[src/verilog/amc_pkg.sv]
// package for the amplifier mode and status control block
// assumes one clock domain (pclk) and an apb master of 32-bit data
package amc_pkg;
    // register byte offsets
    localparam logic [11:0] AMC_CFG_OFF = 12'h000;
    localparam logic [11:0] AMC_STAT_OFF = 12'h004;
    localparam logic [11:0] AMC_IRQ_STAT_OFF = 12'h008;
    localparam logic [11:0] AMC_IRQ_MASK_OFF = 12'h00C;
    // mode strap codes {bit2,bit1,bit0}
    localparam logic [2:0] AMC_MODE_2BTL_AD = 3'h0;
    localparam logic [2:0] AMC_MODE_2BTL_BD = 3'h2;
    localparam logic [2:0] AMC_MODE_BTL_2SE = 3'h3;
    localparam logic [2:0] AMC_MODE_4SE = 3'h4;
    localparam logic [2:0] AMC_MODE_PARALLEL_BRIDGE_LOAD = 3'h5;
    // decoded topology
    localparam logic [1:0] AMC_TOPO_BTL = 2'h0;
    localparam logic [1:0] AMC_TOPO_BTL_SE = 2'h1;
    localparam logic [1:0] AMC_TOPO_SE = 2'h2;
    localparam logic [1:0] AMC_TOPO_PARALLEL_BRIDGE_LOAD = 2'h3;
    // interrupt event bit positions
    localparam int AMC_EV_CLIP = 0;
    localparam int AMC_EV_OC = 1;
    localparam int AMC_EV_WARN_LO = 2;
    localparam int AMC_EV_WARN_HI = 3;
    localparam int AMC_EV_OTE = 4;
    localparam int AMC_EV_W = 5;
    // startup sequence length
    localparam int AMC_STARTUP_US = 10;
    localparam int AMC_CLK_MHZ = 250;
    localparam int AMC_STARTUP_CYC = AMC_STARTUP_US * AMC_CLK_MHZ;
    localparam logic [11:0] AMC_STARTUP_CNT = 12'(AMC_STARTUP_CYC - 1);
    typedef enum logic [1:0] {
        AMC_ST_IDLE = 2'b00,
        AMC_ST_START = 2'b01,
        AMC_ST_RUN = 2'b10,
        AMC_ST_OTE = 2'b11
    } amc_state_t;
endpackage

[src/verilog/amc_ctrl.sv]
// amplifier mode and status control: straps, startup, status pins, apb regs
// assumes inputs synchronous to pclk and an apb master per the amba rules
//////////////////////////////////////////////////////////////////////////////
// What this block does
// - decode the three mode straps into topology and modulation, 001/110/111 reserved.
// - in parallel-bridge mode input straps c,d pick two-level (00) or three-level (10).
// - on release of reset run the startup sequence, then start switching.
// - while reset is low all outputs are high impedance and no pwm switching.
// - ready goes high once running and low on any overcurrent event.
// - clip indicator follows the near-clipping detector while switching (run state only).
// - osc trim tied to the regulator rail disables the oscillator, osc pins become inputs.
// - two thermal warnings, the low one tripping before the high one.
// - while reset is low fault signalling is suppressed and fault_shutdown_n is high.
// - overtemperature in startup or run latches outputs off with fault low until reset is asserted.
//////////////////////////////////////////////////////////////////////////////
//
// The register offsets and the APB register port were decided locally.
`timescale 1ns/1ps
module amc_ctrl
    import amc_pkg::*;
(
    input wire logic pclk,
    input wire logic presetn,
    input wire logic psel,
    input wire logic penable,
    input wire logic pwrite,
    input wire logic [11:0] paddr,
    input wire logic [31:0] pwdata,
    output logic [31:0] prdata,
    output logic pready,
    output logic pslverr,
    input wire logic mode_strap_bit0,
    input wire logic mode_strap_bit1,
    input wire logic mode_strap_bit2,
    input wire logic input_c_strap,
    input wire logic input_d_strap,
    input wire logic osc_trim_at_regulator,
    input wire logic clip_detect,
    input wire logic overcurrent_detect,
    input wire logic temp_above_low,
    input wire logic temp_above_high,
    input wire logic overtemp_detect,
    output logic osc_enable,
    output logic osc_pins_input,
    output logic pwm_enable,
    output logic outputs_oe,
    output logic three_level_modulation,
    output logic [1:0] topology,
    output logic mode_reserved,
    output logic ready_o,
    output logic ready_oe,
    output logic clip_n_o,
    output logic clip_n_oe,
    output logic fault_shutdown_n_o,
    output logic fault_shutdown_n_oe,
    output logic thermal_warn_low_n_o,
    output logic thermal_warn_low_n_oe,
    output logic thermal_warn_high_n_o,
    output logic thermal_warn_high_n_oe,
    output logic irq
);

    typedef struct packed {
        amc_state_t state;
        logic [11:0] cnt;
        logic sampled;
        logic [2:0] mode;
        logic cstrap;
        logic dstrap;
        logic slave_osc;
        logic ready;
        logic clip;
        logic warn_lo;
        logic warn_hi;
        logic [AMC_EV_W-1:0] ev;
        logic [AMC_EV_W-1:0] mask;
        logic sw_hold;
        logic [31:0] rdata;
    } amc_regs_t;

    amc_regs_t s_r, s_nxt;
    logic wr_acc, rd_acc;
    logic [AMC_EV_W-1:0] ev_set, w1c;
    logic three_lvl;
    logic [1:0] topo;
    logic rsvd;

    //////////////////////////////////////////////////////////////////////////
    // strap decode from latched values
    always_comb begin
        three_lvl = 1'b0;
        topo = AMC_TOPO_BTL;
        rsvd = 1'b0;
        case (s_r.mode)
            AMC_MODE_2BTL_AD: begin
                topo = AMC_TOPO_BTL;
            end
            AMC_MODE_2BTL_BD: begin
                topo = AMC_TOPO_BTL;
                three_lvl = 1'b1;
            end
            AMC_MODE_BTL_2SE: begin
                topo = AMC_TOPO_BTL_SE;
                three_lvl = 1'b1;
            end
            AMC_MODE_4SE: begin
                topo = AMC_TOPO_SE;
            end
            AMC_MODE_PARALLEL_BRIDGE_LOAD: begin
                topo = AMC_TOPO_PARALLEL_BRIDGE_LOAD;
                three_lvl = s_r.cstrap & ~s_r.dstrap;
                rsvd = s_r.dstrap;
            end
            default: begin
                rsvd = 1'b1;
            end
        endcase
    end

    assign wr_acc = psel & penable & pwrite;
    assign rd_acc = psel & ~penable & ~pwrite;
    assign w1c = (wr_acc && paddr == AMC_IRQ_STAT_OFF) ? pwdata[AMC_EV_W-1:0] : '0;

    //////////////////////////////////////////////////////////////////////////
    // next state of the whole block
    always_comb begin
        s_nxt = s_r;
        ev_set = '0;
        // straps caught on the first edge after release
        if (!s_r.sampled) begin
            s_nxt.sampled = 1'b1;
            s_nxt.mode = {mode_strap_bit2, mode_strap_bit1, mode_strap_bit0};
            s_nxt.cstrap = input_c_strap;
            s_nxt.dstrap = input_d_strap;
            s_nxt.slave_osc = osc_trim_at_regulator;
        end
        s_nxt.clip = clip_detect & (s_r.state == AMC_ST_RUN);
        s_nxt.warn_lo = temp_above_low;
        s_nxt.warn_hi = temp_above_high & temp_above_low;
        case (s_r.state)
            AMC_ST_IDLE: begin
                if (s_r.sampled && !rsvd && !s_r.sw_hold) begin
                    s_nxt.state = AMC_ST_START;
                    s_nxt.cnt = '0;
                end
            end
            AMC_ST_START: begin
                s_nxt.cnt = s_r.cnt + 12'h001;
                if (s_r.cnt == AMC_STARTUP_CNT) begin
                    s_nxt.state = AMC_ST_RUN;
                end
            end
            AMC_ST_RUN: begin
                s_nxt.ready = ~overcurrent_detect;
                if (s_r.sw_hold) begin
                    s_nxt.state = AMC_ST_IDLE;
                    s_nxt.ready = 1'b0;
                end
            end
            AMC_ST_OTE: begin
                s_nxt.ready = 1'b0; // latched until reset
            end
            default: begin
                s_nxt.state = AMC_ST_IDLE;
            end
        endcase
        if (overtemp_detect && s_r.state != AMC_ST_IDLE) begin
            s_nxt.state = AMC_ST_OTE;
            s_nxt.ready = 1'b0;
        end
        // event capture, set wins over write-one-clear
        ev_set[AMC_EV_CLIP] = s_nxt.clip & ~s_r.clip;
        ev_set[AMC_EV_OC] = overcurrent_detect & (s_r.state == AMC_ST_RUN);
        ev_set[AMC_EV_WARN_LO] = s_nxt.warn_lo & ~s_r.warn_lo;
        ev_set[AMC_EV_WARN_HI] = s_nxt.warn_hi & ~s_r.warn_hi;
        ev_set[AMC_EV_OTE] = overtemp_detect & (s_r.state != AMC_ST_IDLE);
        s_nxt.ev = (s_r.ev & ~w1c) | ev_set;
        if (wr_acc && paddr == AMC_IRQ_MASK_OFF) begin
            s_nxt.mask = pwdata[AMC_EV_W-1:0];
        end
        if (wr_acc && paddr == AMC_CFG_OFF) begin
            s_nxt.sw_hold = pwdata[0];
        end
        if (rd_acc) begin
            case (paddr)
                AMC_CFG_OFF: s_nxt.rdata = {31'h0, s_r.sw_hold};
                AMC_STAT_OFF: s_nxt.rdata = {20'h0, s_r.slave_osc, rsvd, topo,
                    three_lvl, s_r.mode, s_r.ready, s_r.state, s_r.sampled};
                AMC_IRQ_STAT_OFF: s_nxt.rdata = {27'h0, s_r.ev};
                AMC_IRQ_MASK_OFF: s_nxt.rdata = {27'h0, s_r.mask};
                default: s_nxt.rdata = 32'h0;
            endcase
        end
    end

    //////////////////////////////////////////////////////////////////////////
    // single state register, all cleared while reset is low
    always_ff @(posedge pclk or negedge presetn) begin
        if (!presetn) begin
            s_r <= '0;
        end else begin
            s_r <= s_nxt;
        end
    end

    //////////////////////////////////////////////////////////////////////////
    // apb answer: zero wait, unmapped address reads zero with error
    assign pready = 1'b1;
    assign prdata = s_r.rdata;
    assign pslverr = psel & penable & (paddr != AMC_CFG_OFF) & (paddr != AMC_STAT_OFF)
        & (paddr != AMC_IRQ_STAT_OFF) & (paddr != AMC_IRQ_MASK_OFF);
    assign irq = |(s_r.ev & s_r.mask);

    //////////////////////////////////////////////////////////////////////////
    // pin drive, all released while in reset
    assign pwm_enable = (s_r.state == AMC_ST_RUN);
    assign outputs_oe = pwm_enable;
    assign osc_enable = s_r.sampled & ~s_r.slave_osc;
    assign osc_pins_input = s_r.slave_osc;
    assign three_level_modulation = three_lvl;
    assign topology = topo;
    assign mode_reserved = s_r.sampled & rsvd;
    assign ready_o = 1'b0;
    assign ready_oe = s_r.sampled & ~s_r.ready;
    assign clip_n_o = 1'b0;
    assign clip_n_oe = s_r.clip;
    assign fault_shutdown_n_o = 1'b0;
    // low only in overtemperature latch; released in reset
    assign fault_shutdown_n_oe = (s_r.state == AMC_ST_OTE);
    assign thermal_warn_low_n_o = 1'b0;
    assign thermal_warn_low_n_oe = s_r.warn_lo;
    assign thermal_warn_high_n_o = 1'b0;
    assign thermal_warn_high_n_oe = s_r.warn_hi;
endmodule

[config.mk]
export PLATFORM = sky130hd
export DESIGN_NAME = amc_ctrl
export DESIGN_NICKNAME = d
export VERILOG_FILES = /design/src/verilog/amc_pkg.sv /design/src/verilog/amc_ctrl.sv
export SDC_FILE = /design/constraint.sdc
export NUM_CORES = 1
export LEC_CHECK = 0
export BUFFER_PORTS_ARGS = -buffer_cell sky130_fd_sc_hd__buf_2
export CAP_MARGIN = 10
export CORE_ASPECT_RATIO = 0.6
export CORE_MARGIN = 2
export CORE_UTILIZATION = 44
export DETAILED_ROUTE_END_ITERATION = 6
export GPL_TIMING_DRIVEN = 0
export PLACE_DENSITY = 0.79
export SYNTH_ARGS = -nofsm -noshare
export SYNTH_HDL_FRONTEND = slang
export SYNTH_SLANG_ARGS = --single-unit
[constraint.sdc]
create_clock -name pclk -period 2.2 [get_ports pclk]
set_clock_uncertainty 0.2 [all_clocks]
set_input_delay 0.44 -clock pclk [delete_from_list [all_inputs] [get_ports pclk]]
set_output_delay 0.44 -clock pclk [all_outputs]
set_load 0.03 [all_outputs]
==> results of run 1 <==
==> worst paths after layout <==
path,startpoint,end
min,temp_above_low,thermal_warn_low_n_oe
min reg2reg,prdata[0],prdata[0]
min in group asynchronous,presetn,s_r[49]
max reg2reg,s_r[56],s_r[66]
max in group asynchronous,presetn,s_r[67]
max,s_r[51],mode_reserved
==> per-stage QoR <==
| stage | instances | util, % | hold WS, ns |
|---|---|---|---|
| floorplan | 289 | - | -0.0556 |
| global placement | 430 | 53.5 | 0.265 |
| detailed placement | 430 | 53.5 | 0.276 |
| CTS | 438 | 55.6 | 0.0696 |
| global route | 438 | 56.2 | 0.0657 |
| finish | 438 | 56.2 | 0.0725 |
==> cells in the mapped netlist (2+ instances only) <==
| library cell | count | area, µm² |
|---|---|---|
| clkbuf_1 | 5 | 18.8 |
| nor4_2 | 2 | 25.0 |
| nand4_1 | 2 | 12.5 |
| nor2b_1 | 5 | 31.3 |
| o21a_1 | 2 | 15.0 |
| buf_4 | 39 | 293 |
| and3_1 | 3 | 18.8 |
| conb_1 | 2 | 7.51 |
| nand2_1 | 21 | 78.8 |
| xnor2_1 | 5 | 43.8 |
| o21ai_0 | 7 | 35.0 |
| mux2_2 | 16 | 180 |
| mux2i_1 | 4 | 40.0 |
| and2_1 | 4 | 25.0 |
| a31oi_1 | 3 | 18.8 |
| nor3b_2 | 2 | 25.0 |
| nor2_1 | 13 | 48.8 |
| nor3_1 | 2 | 10.0 |
| a21oi_1 | 6 | 30.0 |
| o31ai_1 | 4 | 30.0 |
| inv_1 | 10 | 37.5 |
| nand3_1 | 10 | 50.1 |
| ha_1 | 5 | 62.6 |
| a21o_1 | 2 | 15.0 |
| a22oi_1 | 5 | 37.5 |
| a22o_1 | 13 | 114 |
| dfrtp_1 | 48 | 1200 |
==> metal layers <==
metal / vias up / routed length [µm]
met5: - / 0
met2: 74 / 2420
met3: 6 / 440
met4: 0 / 42
li1: 1058 / -
met1: 982 / 2960
==> what timing repair did <==
action	4_1_cts	5_1_grt
gates cloned	0	0
setup endpoints to repair	13	13
pin swaps	1	1
hold buffers	0	0
gates resized for setup	5	10
setup buffers	1	1
==> power by group <==
part / switching (mW) / internal [mW]
sequential: 0.120 / 0.975
clock: 0.312 / 0.343
combinational: 0.495 / 0.339
==> flip-flops by register name (all words and copies together), names as in the netlist <==
signal and cells:
thermal_warn_low_n_oe 1, s_r 32, osc_pins_input 1, thermal_warn_high_n_oe 1, clip_n_oe 1, prdata 12
==> cell families after synthesis <==
logic type	after synthesis	synth area share, %
other	2	0.269
xor gates and xnor gates	5	1.57
DFF	48	43.1
and+or+nand+nor	73	15.8
adders and majority gates	5	2.24
buffers and inverters	57	13.8
muxes	21	8.71
AOI/OAI and AO/OA	53	14.5
==> area by class of cell <==
cell class / instances / area, µm²
clock inverter: 3 / 46.3
buffer: 45 / 334
multi-input combinational: 184 / 1340
inverter: 10 / 37.5
tap: 84 / 105
fill: 536 / 2680
timing repair buffer: 59 / 300
clock buffer: 5 / 68.8
sequential: 48 / 1210
==> worst max-delay path: stages, from the launching register on <==
cell and delay [ns]:
dfrtp_2 0.47, mux2i_4 0.30, nor2_1 0.08, and2_1 0.15, buf_2 0.17
==> flow_summary.ini, run 1 <==
[run_status]
outcome = finished clean

[hold_path]
hp-class = in -> reg
holdPathStages = 1

[global_routing]
gr-total-overflow = 0
use_met3_pct = 5.26
antenna_found_initial = 0
grt_pass1_vias = 2036
grt_max_degree = 49
grt.busiest_layer = met2
use_met2_pct = 26.4
grt_pass1_wl_um = 9910
use_met1_pct = 26.0
grt_use_total_pct = 17.8

[worst_setup_path]
cp-end-kind = output port
worst-path-max-fanout = 6
crit_arrival_ns = 1.47
reg2reg_slack_ns = 0.15
cp_data_required_time_ns = 1.56
cp-start-kind = flip-flop
criticalPathCategory = reg -> out
rr_worst_depth = 6

[cts]
h-tree-depth = 2
root_buffer = clkbuf_8
cts_tree = yes
clkLatencyLatePin_ns = 0.30
cts_made_buffers = 5
cts_buffer_depth = 2
clock_sinks = 48
clk_pin_slew_ns = 0.09

[timing]
setup_viol = 0
worstMarginPinSlew_ns = 1.04
slew_headroom_pct = 30.7
max_freq_mhz = 473
hold_viol = 0
finalSetupTns_ns = 0
min_period_over_period_pct = 96.1
final-max-slew-violation-count = 0
layout_setup_ws_ns = 0.0851
rsz0062_at_grt = no
fin_crit_ns = 2.11

[yosys]
synth_area_per_cell_um2 = 10.6
synth_ff_type = dfrtp_1
async_reset_ff_share_pct = 100
seq_area_frac_synth_pct = 43.1
synth_cell_type_count = 51
synth_edf_count = 0
synth_cells = 264
syn_area_um2 = 2790
ys_ff_latch = 48
ys.warnings.count = 0

[detailed_routing]
detail-route-antenna-nets = 0
drcViolationCount = 0
drt-initial-drc-count = 203
viasPerCell = 4.84
routed_wl_um = 5870
first_pass_iters = 4
wl_per_cell_um = 13.4
num_vias = 2120

[power_and_ir_drop]
leakage_nw = 1.73
vdd_drop_max_mv = 0.457
p_per_area_nw_per_um2 = 752
finalPower_mw = 2.58

[cells_and_area]
final_common_cell = buf_2
n_antenna_cell = 0
syn_to_final_growth_pct = 23.2
drive_gt1_share_pct = 41.8
layout_common_cells = buf_2, dfrtp_1, buf_4, conb_1, nand2_1
finalInstanceArea_um2 = 3430
final_net_count = 418

[place]
port_buffers = 57
dp_hpwl_um = 4490
post-place-ws_ns = -0.229
gp_congestion = 0.906
placed_cell_area_um2 = 3270

[die]
die_x_um = 107
row_count = 22
die_h_um = 65.7
start_util_pct = 45.6
coreArea_um2 = 6110
ioPinCount = 113
dieArea_um2 = 7010

[run]
cap_violations = 0
(Power assumes the default switching activity.)
==> inputs of run 2 (changes only) <==
--- a/config.mk
+++ b/config.mk
@@ -5,7 +5,7 @@
 export SDC_FILE = /design/constraint.sdc
 export NUM_CORES = 1
 export LEC_CHECK = 0
-export BUFFER_PORTS_ARGS = -buffer_cell sky130_fd_sc_hd__buf_2
+export BUFFER_PORTS_ARGS = -buffer_cell sky130_fd_sc_hd__buf_4
 export CAP_MARGIN = 10
 export CORE_ASPECT_RATIO = 0.6
 export CORE_MARGIN = 2
==> run 2 against run 1 <==
Compared with the run above: non-clock buffer count stayed put; cell count is the same; critical endpoint unchanged; total power increased by 1.5%; sequential share of layout area shrank 1.4 points; worst setup slack got worse by 0.015 ns; critical path type unchanged; sequential cell count unchanged.
==> flow_summary.ini, run 2 (synthesis results as in run 1) <==
[global_routing]
antenna_found_initial = 0
grt_pass1_wl_um = 10300
gr-total-overflow = 0
grt_max_degree = 49
grt_pass1_vias = 1994
grt_use_total_pct = 18.9

[power_and_ir_drop]
clockPowerShare_pct = 25.4
vdd_drop_max_mv = 0.286
internal_power_mw = 1.69
p_per_area_nw_per_um2 = 734
comb_power_share_pct = 32.8
p_sw_share_pct = 35.5
p_seq_share_pct = 41.8
leakage_nw = 1.76
p_sw_uw = 931

[place]
gp_congestion = 0.870
dp_hpwl_um = 4590
post-place-ws_ns = -0.232
placed_cell_area_um2 = 3410
port_buffers = 57

[cells_and_area]
n_antenna_cell = 0
largest_reg_flops = 32
finalInstanceArea_um2 = 3570
final_common_cell = buf_4
regMostFlops = s_r
layout_common_cells = buf_4, dfrtp_1, conb_1, nand2_1, mux2_2
syn_to_final_growth_pct = 28.1
final_net_count = 418
drive_gt1_share_pct = 41.5

[timing]
worstMarginPinSlew_ns = 0.593
setup_viol = 0
hold_viol = 0
layout_setup_ws_ns = 0.0700
min_period_over_period_pct = 96.8
finalSetupTns_ns = 0
slew_headroom_pct = 60.4
max_freq_mhz = 469
fin_crit_ns = 2.13
final-max-slew-violation-count = 0
worst_hold_slack_ns = 0.0524

[hold_path]
hp-class = in -> reg

[detailed_routing]
num_vias = 2119
drt-initial-drc-count = 219
detail-route-antenna-nets = 0
drcViolationCount = 0
routed_wl_um = 6140
viasPerCell = 4.84
first_pass_iters = 4
wl_per_cell_um = 14.0

[worst_setup_path]
cp_data_required_time_ns = 1.56
cp-start-kind = flip-flop
criticalPathCategory = reg -> out
worst-path-max-fanout = 6
cp-end-kind = output port
crit_arrival_ns = 1.49

[cts]
cts_made_buffers = 5
clock_sinks = 48
cts_buffer_depth = 2
clkLatencyLatePin_ns = 0.31
cts_tree = yes
clk_pin_slew_ns = 0.09
root_buffer = clkbuf_8
h-tree-depth = 2

[die]
row_count = 22
die_h_um = 65.7
coreArea_um2 = 6110
dieArea_um2 = 7010
ioPinCount = 113
die_x_um = 107
start_util_pct = 45.6

[run_status]
outcome = finished clean

[run]
cap_violations = 0
run 2: area by class of cell:
class,count,area [µm²]
clock buffers,5,68.8
flip-flops and latches,48,1210
multi-input cells,184,1330
well taps,84,105
clock inverters,3,46.3
repair buffers,59,445
fillers,530,2540
plain buffers,45,333
inverters,10,37.5
run 2: worst paths after layout:
| check | startpoint | to | slack, ns | cells after the start |
|---|---|---|---|---|
| max reg2reg | s_r[67] | s_r[65] | 0.12 | 7 |
| max | s_r[51] | mode_reserved | 0.07 | 4 |
| min | temp_above_low | thermal_warn_low_n_oe | 0.05 | 1 |
| min in group asynchronous | presetn | s_r[49] | 0.48 | 2 |
| min reg2reg | prdata[1] | prdata[1] | 0.28 | 2 |
| max in group asynchronous | presetn | s_r[51] | 0.88 | 2 |
run 2: power groups by stage:
stage | registers, mW | logic (mW) | clock network [mW]
2_1_floorplan | 1.08 | 0.613 | 0
3_3_place_gp | 1.09 | 0.823 | 0
3_5_place_dp | 1.10 | 0.845 | 0
4_1_cts | 1.09 | 0.846 | 0.681
5_1_grt | 1.11 | 0.942 | 0.723
6_report | 1.10 | 0.859 | 0.666
run 2: critical path: stages, from the launching register on:
cell and delay (ns):
dfrtp_2 0.47, mux2i_4 0.32, nor2_2 0.07, and2_1 0.16
buf_4 0.16
run 2: repair_timing:
item,in CTS,in global routing
gates resized for setup,3,10
setup endpoints to repair,16,16
hold buffers,1,0
hold endpoints to repair,48,0
pin swaps,1,1
buffers inserted,1,0
run 2: per-layer routing:
metal / up-vias / global-route usage, % / share of wire [%]
met3: 5 / 4.96 / 9.7
li1: 1052 / - / -
met2: 85 / 28.4 / 43
met1: 977 / 27.5 / 47
met4: 0 / 3.90 / 0.55
met5: - / 0 / 0
run 2: stage by stage:
| step | instances | total power, mW | utilization, % |
|---|---|---|---|
| 6_report | 438 | 2.62 | 58.5 |
| 5_1_grt | 438 | 2.78 | 58.5 |
| 4_1_cts | 439 | 2.61 | 58.0 |
| 3_5_place_dp | 430 | 1.94 | 55.9 |
| 3_3_place_gp | 430 | 1.91 | 55.9 |
| 2_1_floorplan | 289 | 1.69 | - |
